[src/vcbs_consts.vh]
// Constants for the validity combine and bit shuffle block
`ifndef VCBS_CONSTS_VH
`define VCBS_CONSTS_VH
`define VCBS_NUM_TRK 8
`define VCBS_NUM_MUX 8
`define VCBS_CW_BITS 32
`define VCBS_CW_CNT_W 5
`define VCBS_CW_RESET 32'h00000000
`define VCBS_SEL_W 3
`define VCBS_VAR_W 2
`define VCBS_VAR_DIRECT 2'h0
`define VCBS_VAR_REMAP 2'h1
`define VCBS_VAR_SPLIT 2'h2
`define VCBS_VAR_EVEN 2'h3
`define VCBS_OUT_W 8
`endif

[src/vcbs_skid_buf.v]
// Two-entry buffer with valid and ready on both sides
`timescale 1ns/1ps
module vcbs_skid_buf
(
  clk,
  rst_b,
  inData,
  inValid,
  inReady,
  outData,
  outValid,
  outReady
);
  parameter WIDTH = 16;
  input wire clk;
  input wire rst_b;
  input wire [WIDTH-1:0] inData;
  input wire inValid;
  output reg inReady;
  output reg [WIDTH-1:0] outData;
  output reg outValid;
  input wire outReady;

  reg [WIDTH-1:0] spare_ff;
  reg spareValid_ff;
  reg nxt_spareValid;

  // ---------------------------------------------------------------
  // Spare entry occupancy
  // ---------------------------------------------------------------
  always @*
  begin
    nxt_spareValid = spareValid_ff;
    if (outReady || !outValid)
      nxt_spareValid = 1'b0;
    else if (inValid && inReady)
      nxt_spareValid = 1'b1;
  end

  // ---------------------------------------------------------------
  // Storage
  // ---------------------------------------------------------------
  always @(posedge clk)
  begin
    if (!rst_b)
    begin
      outData <= {WIDTH{1'b0}};
      outValid <= 1'b0;
      spare_ff <= {WIDTH{1'b0}};
      spareValid_ff <= 1'b0;
      inReady <= 1'b0;
    end
    else
    begin
      spareValid_ff <= nxt_spareValid;
      inReady <= !nxt_spareValid;
      if (outReady || !outValid)
      begin
        if (spareValid_ff)
        begin
          outData <= spare_ff;
          outValid <= 1'b1;
        end
        else
        begin
          outData <= inData;
          outValid <= inValid && inReady;
        end
      end
      else if (inValid && inReady)
      begin
        spare_ff <= inData;
      end
    end
  end
endmodule

[src/vcbs_validity_shuffle.v]
// Validity combiner and programmable bit shuffler
// Functional notes
// - Eight channelized validity flags, one per cross-multiplier array.
// - Polar modes OR validities of adjacent pipelines.
// - Special polar mode two ORs pairs 0/2, 4/6, 1/3, 5/7 on top of adjacent pairs, so groups 0-3 and 4-7.
// - Pairwise OR enabled by the channel swap select.
// - Eight track inputs routed into interleaved buffer banks per variant.
// - Each variant configured by a serially loaded 32-bit control word.
// - Derived variants share the control word format of their originals.
// - Split variant: muxes 4,6 take even inputs, muxes 5,7 odd.
// - Even-only variants use even inputs and discard odd ones.
// - Direct variant maps inputs 0-7 to mux inputs 0-7.
// - Remapped variant: even to mux inputs 0-3, odd to 4-7.
`timescale 1ns/1ps
`include "vcbs_consts.vh"
module vcbs_validity_shuffle
(
  clk,
  rst_b,
  trackBits,
  chanValid,
  polarMode,
  swapSel,
  variantSel,
  cwBit,
  cwStrobe,
  cwStart,
  inValid,
  inReady,
  bankBits,
  bankValidity,
  outValid,
  outReady,
  cwActive
);
  input wire clk;
  input wire rst_b;
  input wire [`VCBS_NUM_TRK-1:0] trackBits;
  input wire [`VCBS_NUM_TRK-1:0] chanValid;
  input wire polarMode;
  input wire swapSel;
  input wire [`VCBS_VAR_W-1:0] variantSel;
  input wire cwBit;
  input wire cwStrobe;
  input wire cwStart;
  input wire inValid;
  output wire inReady;
  output wire [`VCBS_OUT_W-1:0] bankBits;
  output wire [`VCBS_NUM_TRK-1:0] bankValidity;
  output wire outValid;
  input wire outReady;
  output reg [`VCBS_CW_BITS-1:0] cwActive;

  localparam ST_IDLE = 2'b01;
  localparam ST_LOAD = 2'b10;

  reg [1:0] state_ff;
  reg [1:0] nxt_state;
  reg [`VCBS_CW_BITS-1:0] cwShift_ff;
  reg [`VCBS_CW_CNT_W-1:0] cwCnt_ff;
  reg [`VCBS_NUM_TRK-1:0] validOut;
  reg [`VCBS_OUT_W-1:0] muxOut;
  wire [`VCBS_NUM_TRK-1:0] pairOr;
  wire [`VCBS_NUM_TRK-1:0] adjOr;

  // Mux select field k of the control word, same layout for every variant
  function [`VCBS_SEL_W-1:0] selField;
    input [`VCBS_CW_BITS-1:0] word;
    input integer k;
    begin
      selField = word[k*4 +: `VCBS_SEL_W];
    end
  endfunction

  // Route one mux input index to a track per the wiring variant
  function trackPick;
    input [`VCBS_VAR_W-1:0] variant;
    input integer mux;
    input [`VCBS_SEL_W-1:0] sel;
    input [`VCBS_NUM_TRK-1:0] trk;
    begin
      case (variant)
        `VCBS_VAR_DIRECT: trackPick = trk[sel];
        `VCBS_VAR_REMAP: trackPick = sel[2] ? trk[{sel[1:0], 1'b1}]
                                            : trk[{sel[1:0], 1'b0}];
        `VCBS_VAR_SPLIT:
        begin
          if (mux >= 4)
            trackPick = (mux % 2 == 0) ? trk[{sel[1:0], 1'b0}]
                                       : trk[{sel[1:0], 1'b1}];
          else
            trackPick = trk[sel];
        end
        `VCBS_VAR_EVEN: trackPick = trk[{sel[1:0], 1'b0}];
        default: trackPick = 1'b0;
      endcase
    end
  endfunction

  // ---------------------------------------------------------------
  // Serial control word loader
  // ---------------------------------------------------------------
  always @*
  begin
    nxt_state = state_ff;
    case (state_ff)
      ST_IDLE:
        if (cwStart)
          nxt_state = ST_LOAD;
      ST_LOAD:
        if (cwStrobe && cwCnt_ff == `VCBS_CW_BITS - 1)
          nxt_state = ST_IDLE;
      default: nxt_state = ST_IDLE;
    endcase
  end

  always @(posedge clk)
  begin
    if (!rst_b)
    begin
      state_ff <= ST_IDLE;
      cwShift_ff <= `VCBS_CW_RESET;
      cwCnt_ff <= {`VCBS_CW_CNT_W{1'b0}};
      cwActive <= `VCBS_CW_RESET;
    end
    else
    begin
      state_ff <= nxt_state;
      if (state_ff == ST_IDLE)
        cwCnt_ff <= {`VCBS_CW_CNT_W{1'b0}};
      else if (cwStrobe)
      begin
        cwShift_ff <= {cwShift_ff[`VCBS_CW_BITS-2:0], cwBit};
        cwCnt_ff <= cwCnt_ff + 1'b1;
        if (cwCnt_ff == `VCBS_CW_BITS - 1)
          cwActive <= {cwShift_ff[`VCBS_CW_BITS-2:0], cwBit};
      end
    end
  end

  // ---------------------------------------------------------------
  // Validity combining
  // ---------------------------------------------------------------
  genvar g;
  generate
    for (g = 0; g < `VCBS_NUM_TRK; g = g + 1)
    begin : gen_val
      // Partners 0/2, 1/3, 4/6, 5/7
      assign pairOr[g] = chanValid[g] | chanValid[g ^ 2];
      assign adjOr[g] = pairOr[g] | pairOr[g ^ 1];
    end
  endgenerate

  always @*
  begin
    validOut = chanValid;
    if (polarMode && swapSel)
      validOut = adjOr;
    else if (polarMode)
      validOut = chanValid | {chanValid[6], chanValid[7], chanValid[4], chanValid[5],
                              chanValid[2], chanValid[3], chanValid[0], chanValid[1]};
  end

  // ---------------------------------------------------------------
  // Bit shuffle multiplexers
  // ---------------------------------------------------------------
  always @*
  begin : mux_blk
    integer m;
    muxOut = {`VCBS_OUT_W{1'b0}};
    for (m = 0; m < `VCBS_NUM_MUX; m = m + 1)
      muxOut[m] = trackPick(variantSel, m, selField(cwActive, m), trackBits);
  end

  vcbs_skid_buf #(.WIDTH(`VCBS_OUT_W + `VCBS_NUM_TRK)) u_buf
  (
    .clk(clk),
    .rst_b(rst_b),
    .inData({validOut, muxOut}),
    .inValid(inValid),
    .inReady(inReady),
    .outData({bankValidity, bankBits}),
    .outValid(outValid),
    .outReady(outReady)
  );
endmodule

[config.mk]
export PLATFORM = sky130hd
export DESIGN_NAME = vcbs_validity_shuffle
export DESIGN_NICKNAME = d
export VERILOG_FILES = /design/src/vcbs_skid_buf.v /design/src/vcbs_validity_shuffle.v
export VERILOG_INCLUDE_DIRS = /design/src
export SDC_FILE = /design/constraint.sdc
export NUM_CORES = 1
export LEC_CHECK = 0
export BUFFER_PORTS_ARGS = -buffer_cell sky130_fd_sc_hd__buf_2
export CORE_ASPECT_RATIO = 0.7
export CORE_MARGIN = 2
export CORE_UTILIZATION = 54
export DETAILED_ROUTE_END_ITERATION = 8
export GPL_TIMING_DRIVEN = 0
export PLACE_DENSITY = 0.86
export SLEW_MARGIN = 20
export SYNTH_ARGS = -nofsm -noshare
export SYNTH_HDL_FRONTEND = slang
export SYNTH_SLANG_ARGS = --single-unit
[constraint.sdc]
create_clock -name clk -period 2 [get_ports clk]
set_input_delay 0.1 -clock clk [delete_from_list [all_inputs] [get_ports clk]]
set_output_delay 0.1 -clock clk [all_outputs]
set_load 0.02 [all_outputs]
======== Yosys cells after proc, flatten, opt, wreduce, memory -nomap -nowiden ========
Cells that the tools add are included.
W data, S select, Z words.
storage, ports and cells
  output and inout bits ................... 50
  bits in latches ......................... 0
  logic and storage cells ................. 139
  bits of input ports ..................... 27
  RAM bits ................................ 0
  memories ................................ 0
  bits in registers ....................... 105
  ROM bits ................................ 0
cells by class
  bitwise logic cells ..................... 10
  equality and inequality tests ........... 8
  reduce and logical (&&, ||, !) cells .... 14
  muxes and demuxes ....................... 73
  add/subtract/negate cells ............... 1
  order comparisons ....................... 24
  shifts and indexed selects .............. 0
  multiply operators ...................... 0
  divide/modulo/power cells ............... 0
operators with widths
  cell                   number
  $lt A3 B4 Y1 const B   24
  $mux W1                35
  $bmux W1 S2            16
  $bmux W1 S3            8
  $pmux W1 S3            6
  $mux W16               1
  $mux W8                2
  $or A8 B8 Y8           1
  $pmux W1 S4            2
  $eq A2 B2 Y1 const B   3
  $or A1 B1 Y1           6
  $reduce_and A2 Y1      3
  $reduce_or A2 Y1       3
  $add A5 B1 Y5 const B  1
  $eq A5 B5 Y1 const B   1
  $eq A2 B1 Y1 const B   2
  $mux W2                2
  $ne A2 B2 Y1 const B   2
  $pmux W2 S2            1
  $logic_and A1 B1 Y1    3
  $not A1 Y1             3
  $reduce_and A3 Y1      1
  $logic_not A1 Y1       2
  $logic_not A2 Y1       1
  $logic_or A1 B1 Y1     1

======== Logic depth before layout (Yosys ltp) ========
  word-level depth ........................ 5
  depth in mapped cells ................... 8
  gate-level depth less buffers ........... 7

======== Hierarchy ========
Synthesis repeated with hierarchy kept, for this count alone.
unflattened totals
  cells, all modules ...................... 579
  area, all modules ....................... 5570.3 sq um
modules (own cells, without submodules)
  module                 instances  cells each  area each (sq um)
  vcbs_validity_shuffle  1          427         3976.3
  vcbs_skid_buf          1          152         1594.0

======== Worst setup path after synthesis ========
OpenSTA, ideal clock, no wires.
  path kind ............................... reg-to-reg
  from .................................... register cwActive[24]
  to ...................................... register u_buf.spare_ff[6]
  stages on the path, launching flop included .. 6
  setup slack ............................. 0.306 ns
  data arrival time ....................... 1.568 ns
  library setup time ...................... 0.126 ns
  cell sequence ........................... dfxtp_1 -> buf_2 -> mux4_2 -> a32o_1 -> nor2_1 -> a21oi_1
between the ends
  longest elaborated chain between the ends .. 4
ends and longest elaborated chain
  item                                   RTL line                     RTL
  from (decl)                            vcbs_validity_shuffle.v:52   output reg [`VCBS_CW_BITS-1:0] cwActive;
  from (signal assigned)                 vcbs_validity_shuffle.v:124  cwActive <= `VCBS_CW_RESET;
  from (signal assigned)                 vcbs_validity_shuffle.v:136  cwActive <= {cwShift_ff[`VCBS_CW_BITS-2:0], cwBit};
  $bmux W1 S2, on equally long branches  -
  $mux W1, on equally long branches      -
  $mux W1                                vcbs_validity_shuffle.v:84   `VCBS_VAR_REMAP: trackPick = sel[2] ? trk[{sel[1:0], 1'b1}]
  $pmux W1 S3 *                          vcbs_validity_shuffle.v:82   case (variant)
  to (signal assigned)                   vcbs_skid_buf.v:49           spare_ff <= {WIDTH{1'b0}};
  to (signal assigned)                   vcbs_skid_buf.v:72           spare_ff <= inData;
  to (decl)                              vcbs_skid_buf.v:24           reg [WIDTH-1:0] spare_ff;
Mark *: on every way between the ends. The rest lies on a longest branch, timed or not. The select of a mux whose other input is x is not followed.
A chain may end at the register's enable or synchronous reset.

======== Worst setup path in the final report ========
  from .................................... register cwActive[17]
  to ...................................... register u_buf.outData[4]
between the ends
  longest elaborated chain between the ends .. 5
ends and longest elaborated chain
  item                                   RTL line                    RTL
  $bmux W1 S2, on equally long branches  -
  $mux W1, on equally long branches      -
  $mux W1                                vcbs_validity_shuffle.v:84
  $pmux W1 S3 *                          vcbs_validity_shuffle.v:82
  $mux W16 *                             vcbs_skid_buf.v:59          if (spareValid_ff)
  to (signal assigned)                   vcbs_skid_buf.v:47          outData <= {WIDTH{1'b0}};
  to (signal assigned)                   vcbs_skid_buf.v:61          outData <= spare_ff;
  to (signal assigned)                   vcbs_skid_buf.v:66          outData <= inData;
  to (decl)                              vcbs_skid_buf.v:20          output reg [WIDTH-1:0] outData;
Marked as above.

==> flow_metrics.tcl <==
set metrics [dict create \
    max_freq_mhz 541 \
    grt_max_degree 17 \
    area_growth_pct 16.0 \
    htreeDepth 3 \
    dpl.hpwl_microns 10200 \
    slew_headroom 0.551 \
    ys_ff_latch 105 \
    synth_area_sq_mm 0.00523 \
    yosys.area.top_type "dfxtp_1" \
    slowest_stage "a32oi_1" \
    yosys.cell_types.count 45 \
    numCtsBuffers 9 \
    rsz0062_at_grt "no" \
    yosysSeqAreaShare 0.402 \
    period_needed_ns 1.85 \
    vdd_drop_max_mv 0.504 \
    first_global_vias 4645 \
    maxCapViolCount 0 \
    synth.avg_cell_area_sq_um 8.74 \
    nets 713 \
    outcome "complete, no violations" \
    synthTopCellsByArea "dfxtp_1 (40%), nand2_1 (10%), mux4_1 (8.5%), a21oi_1 (7.8%), mux2i_1 (4.6%)" \
    finalWirelength_microns 14400 \
    final_common_cell "nand2_1" \
    path_buf_inv 1 \
    boundaryPins 77 \
    critical_path.top_delay_family "compound AO/OA/AOI/OAI gates" \
    layout_common_cells "nand2_1 (142), dfxtp_1 (105), buf_2 (94)" \
    n_antenna_cell 0 \
    synth_edf_count 0 \
    grt_pass1_wl_microns 22700 \
    clk_latency_ns 0.35 \
    num_vias 4972 \
    hold_class "in -> reg" \
    crit_type "reg -> reg" \
    finalHoldViolCount 0 \
    crit_fanout 7 \
    period_share 0.924 \
    async_flop_share 0 \
    first_iter_violations 593 \
    vias_per_cell 6.09 \
    cts_tree "built" \
    syn_inst 598 \
    finClkSkew_ns 0.00949 \
    max_stage_delay_ns 0.40 \
    path_clk_slew_ns 0.07 \
    route.detailed.drc 0 \
    first_pass_iters 5 \
    dieWidth_microns 122 \
    io_buffers 74 \
    cts_max_path_buffers 2 \
    cp.arrival_ns 2.06 \
    antenna_found_initial 0 \
    grtUsageTotal 0.277 \
    reg2reg_slack_ns 0.15 \
    utilization 0.634 \
    root_buffer "clkbuf_16" \
    cts_setup_buffers 0 \
    synth_top_area_share 0.402 \
    wire_per_inst_microns 17.6 \
    fp-row-count 30 \
    power.density_mw_per_mm2 716 \
    syn_nets 627 \
    crit_path_end_kind "flip-flop" \
    synthFlopType "dfxtp_1" \
    final_antenna_net_count 0 \
    worst_pin_slew_ns 0.669 \
    hold_ws_ns 0.0476 \
    grt_overflow_total 0 \
    clkSinkCount 105 \
    gp_congestion 0.915 \
    path_cells "buf_2 > mux2_2 > o31a_1 > a32oi_1 > o211ai_1" \
    critPathLaunchType "flip-flop" \
    leakagePower_nw 2.34 \
    start_util 0.546 \
    setup_violations 0 \
    cp.required_ns 2.21 \
    setup_tns_ns 0 \
    core_area_sq_mm 0.00957 \
    die_h_microns 86.3 \
    die_area_sq_mm 0.0105 \
    final_layout_size_suffix_gt1_frac 0.201 \
    yosys_warnings 0 \
    finalMaxSlewViolations 0 \
]
## logic make-up (layout without fill, tap and decap cells)
family,after synthesis,count (layout),share of synthesized area
buffers and inverters,65,155,0.0550
AND/OR/NAND/NOR,225,225,0.185
multiplexers,52,52,0.174
XOR/XNOR,3,3,0.00503
adder cells (fa/ha/maj),2,2,0.00479
AO/OA/AOI/OAI,146,146,0.174
flip-flops,105,105,0.402
## repair_timing
action / CTS / global route
endpoints found under the hold margin: 1 / 0
setup endpoints to repair: 0 / 30
hold buffers: 1 / 0
resized for setup: 0 / 9
## sequential cells by signal, summed over array words and instances (netlist names)
register             count
u_buf.outValid           1
state_ff                 2
u_buf.outData           16
u_buf.inReady            1
u_buf.spare_ff          16
cwActive                32
cwCnt_ff                 5
cwShift_ff              31
u_buf.spareValid_ff      1
## through the flow
stage,total power [mW],setup slack [ns],cell area [sq um],std cells
finish,4.34,0.152,6070,816
global route,4.48,0.0449,6070,816
CTS,4.35,0.0378,6050,816
global placement,2.62,0.118,5760,800
detailed placement,2.64,0.0576,5760,800
floorplan,2.48,0.306,5230,598
## where the power goes
group          switching, mW  internal, mW  total [mW]  leakage, nW
Combinational          0.293         0.162       0.455         1.35
Clock                  0.773         0.959        1.73        0.145
Sequential            0.0258          2.13        2.16        0.852
Total                   1.09          3.25        4.34         2.34
## worst reg2reg max path, stage by stage (launching register included)
cell,delay (ns)
dfxtp_1,0.35
buf_2,0.23
mux2_2,0.36
o31a_1,0.24
a32oi_1,0.40
o211ai_1,0.15
## area by class of cell
cell class / instances / area (sq um)
Buffer: 55 / 256
Clock buffer: 9 / 225
Clock inverter: 6 / 58.8
Fill cell: 801 / 3510
Inverter: 10 / 37.5
Multi-Input combinational cell: 428 / 2850
Sequential cell: 105 / 2100
Tap cell: 128 / 160
Timing Repair Buffer: 75 / 380
## path summary, 6_finish.rpt
| path | cells past startpoint | end | start |
|---|---|---|---|
| worst max register to register | 5 | u_buf.outData[4]$_SDFFE_PN0N_ | cwActive[17]$_SDFFE_PN0P_ |
| worst max-delay path | 5 | u_buf.outData[4]$_SDFFE_PN0N_ | cwActive[17]$_SDFFE_PN0P_ |
| worst min register to register | 2 | cwActive[3]$_SDFFE_PN0P_ | cwActive[3]$_SDFFE_PN0P_ |
| worst min-delay path | 3 | state_ff[1]$_SDFFE_PN0P_ | cwStart |
## cell usage after synthesis (all sizes together) (6+ instances only)
cell,number
nand2,142
mux4,26
o21a,11
o21ai,12
mux2i,24
clkbuf,29
o31ai,7
a21oi,81
buf,26
inv,10
dfxtp,105
a311oi,10
nand3,11
and3,7
nor2,33
nand2b,9
nor2b,6
## layer usage
metal  vias to the layer above  track usage  share of wire
met4                         0        0.114          0.020
met2                       282        0.442           0.47
li1                       2286            -              -
met3                        26       0.0671           0.10
met1                      2378        0.366           0.41
met5                         -            0              0
No activity file was read; power rests on OpenSTA's default activity.
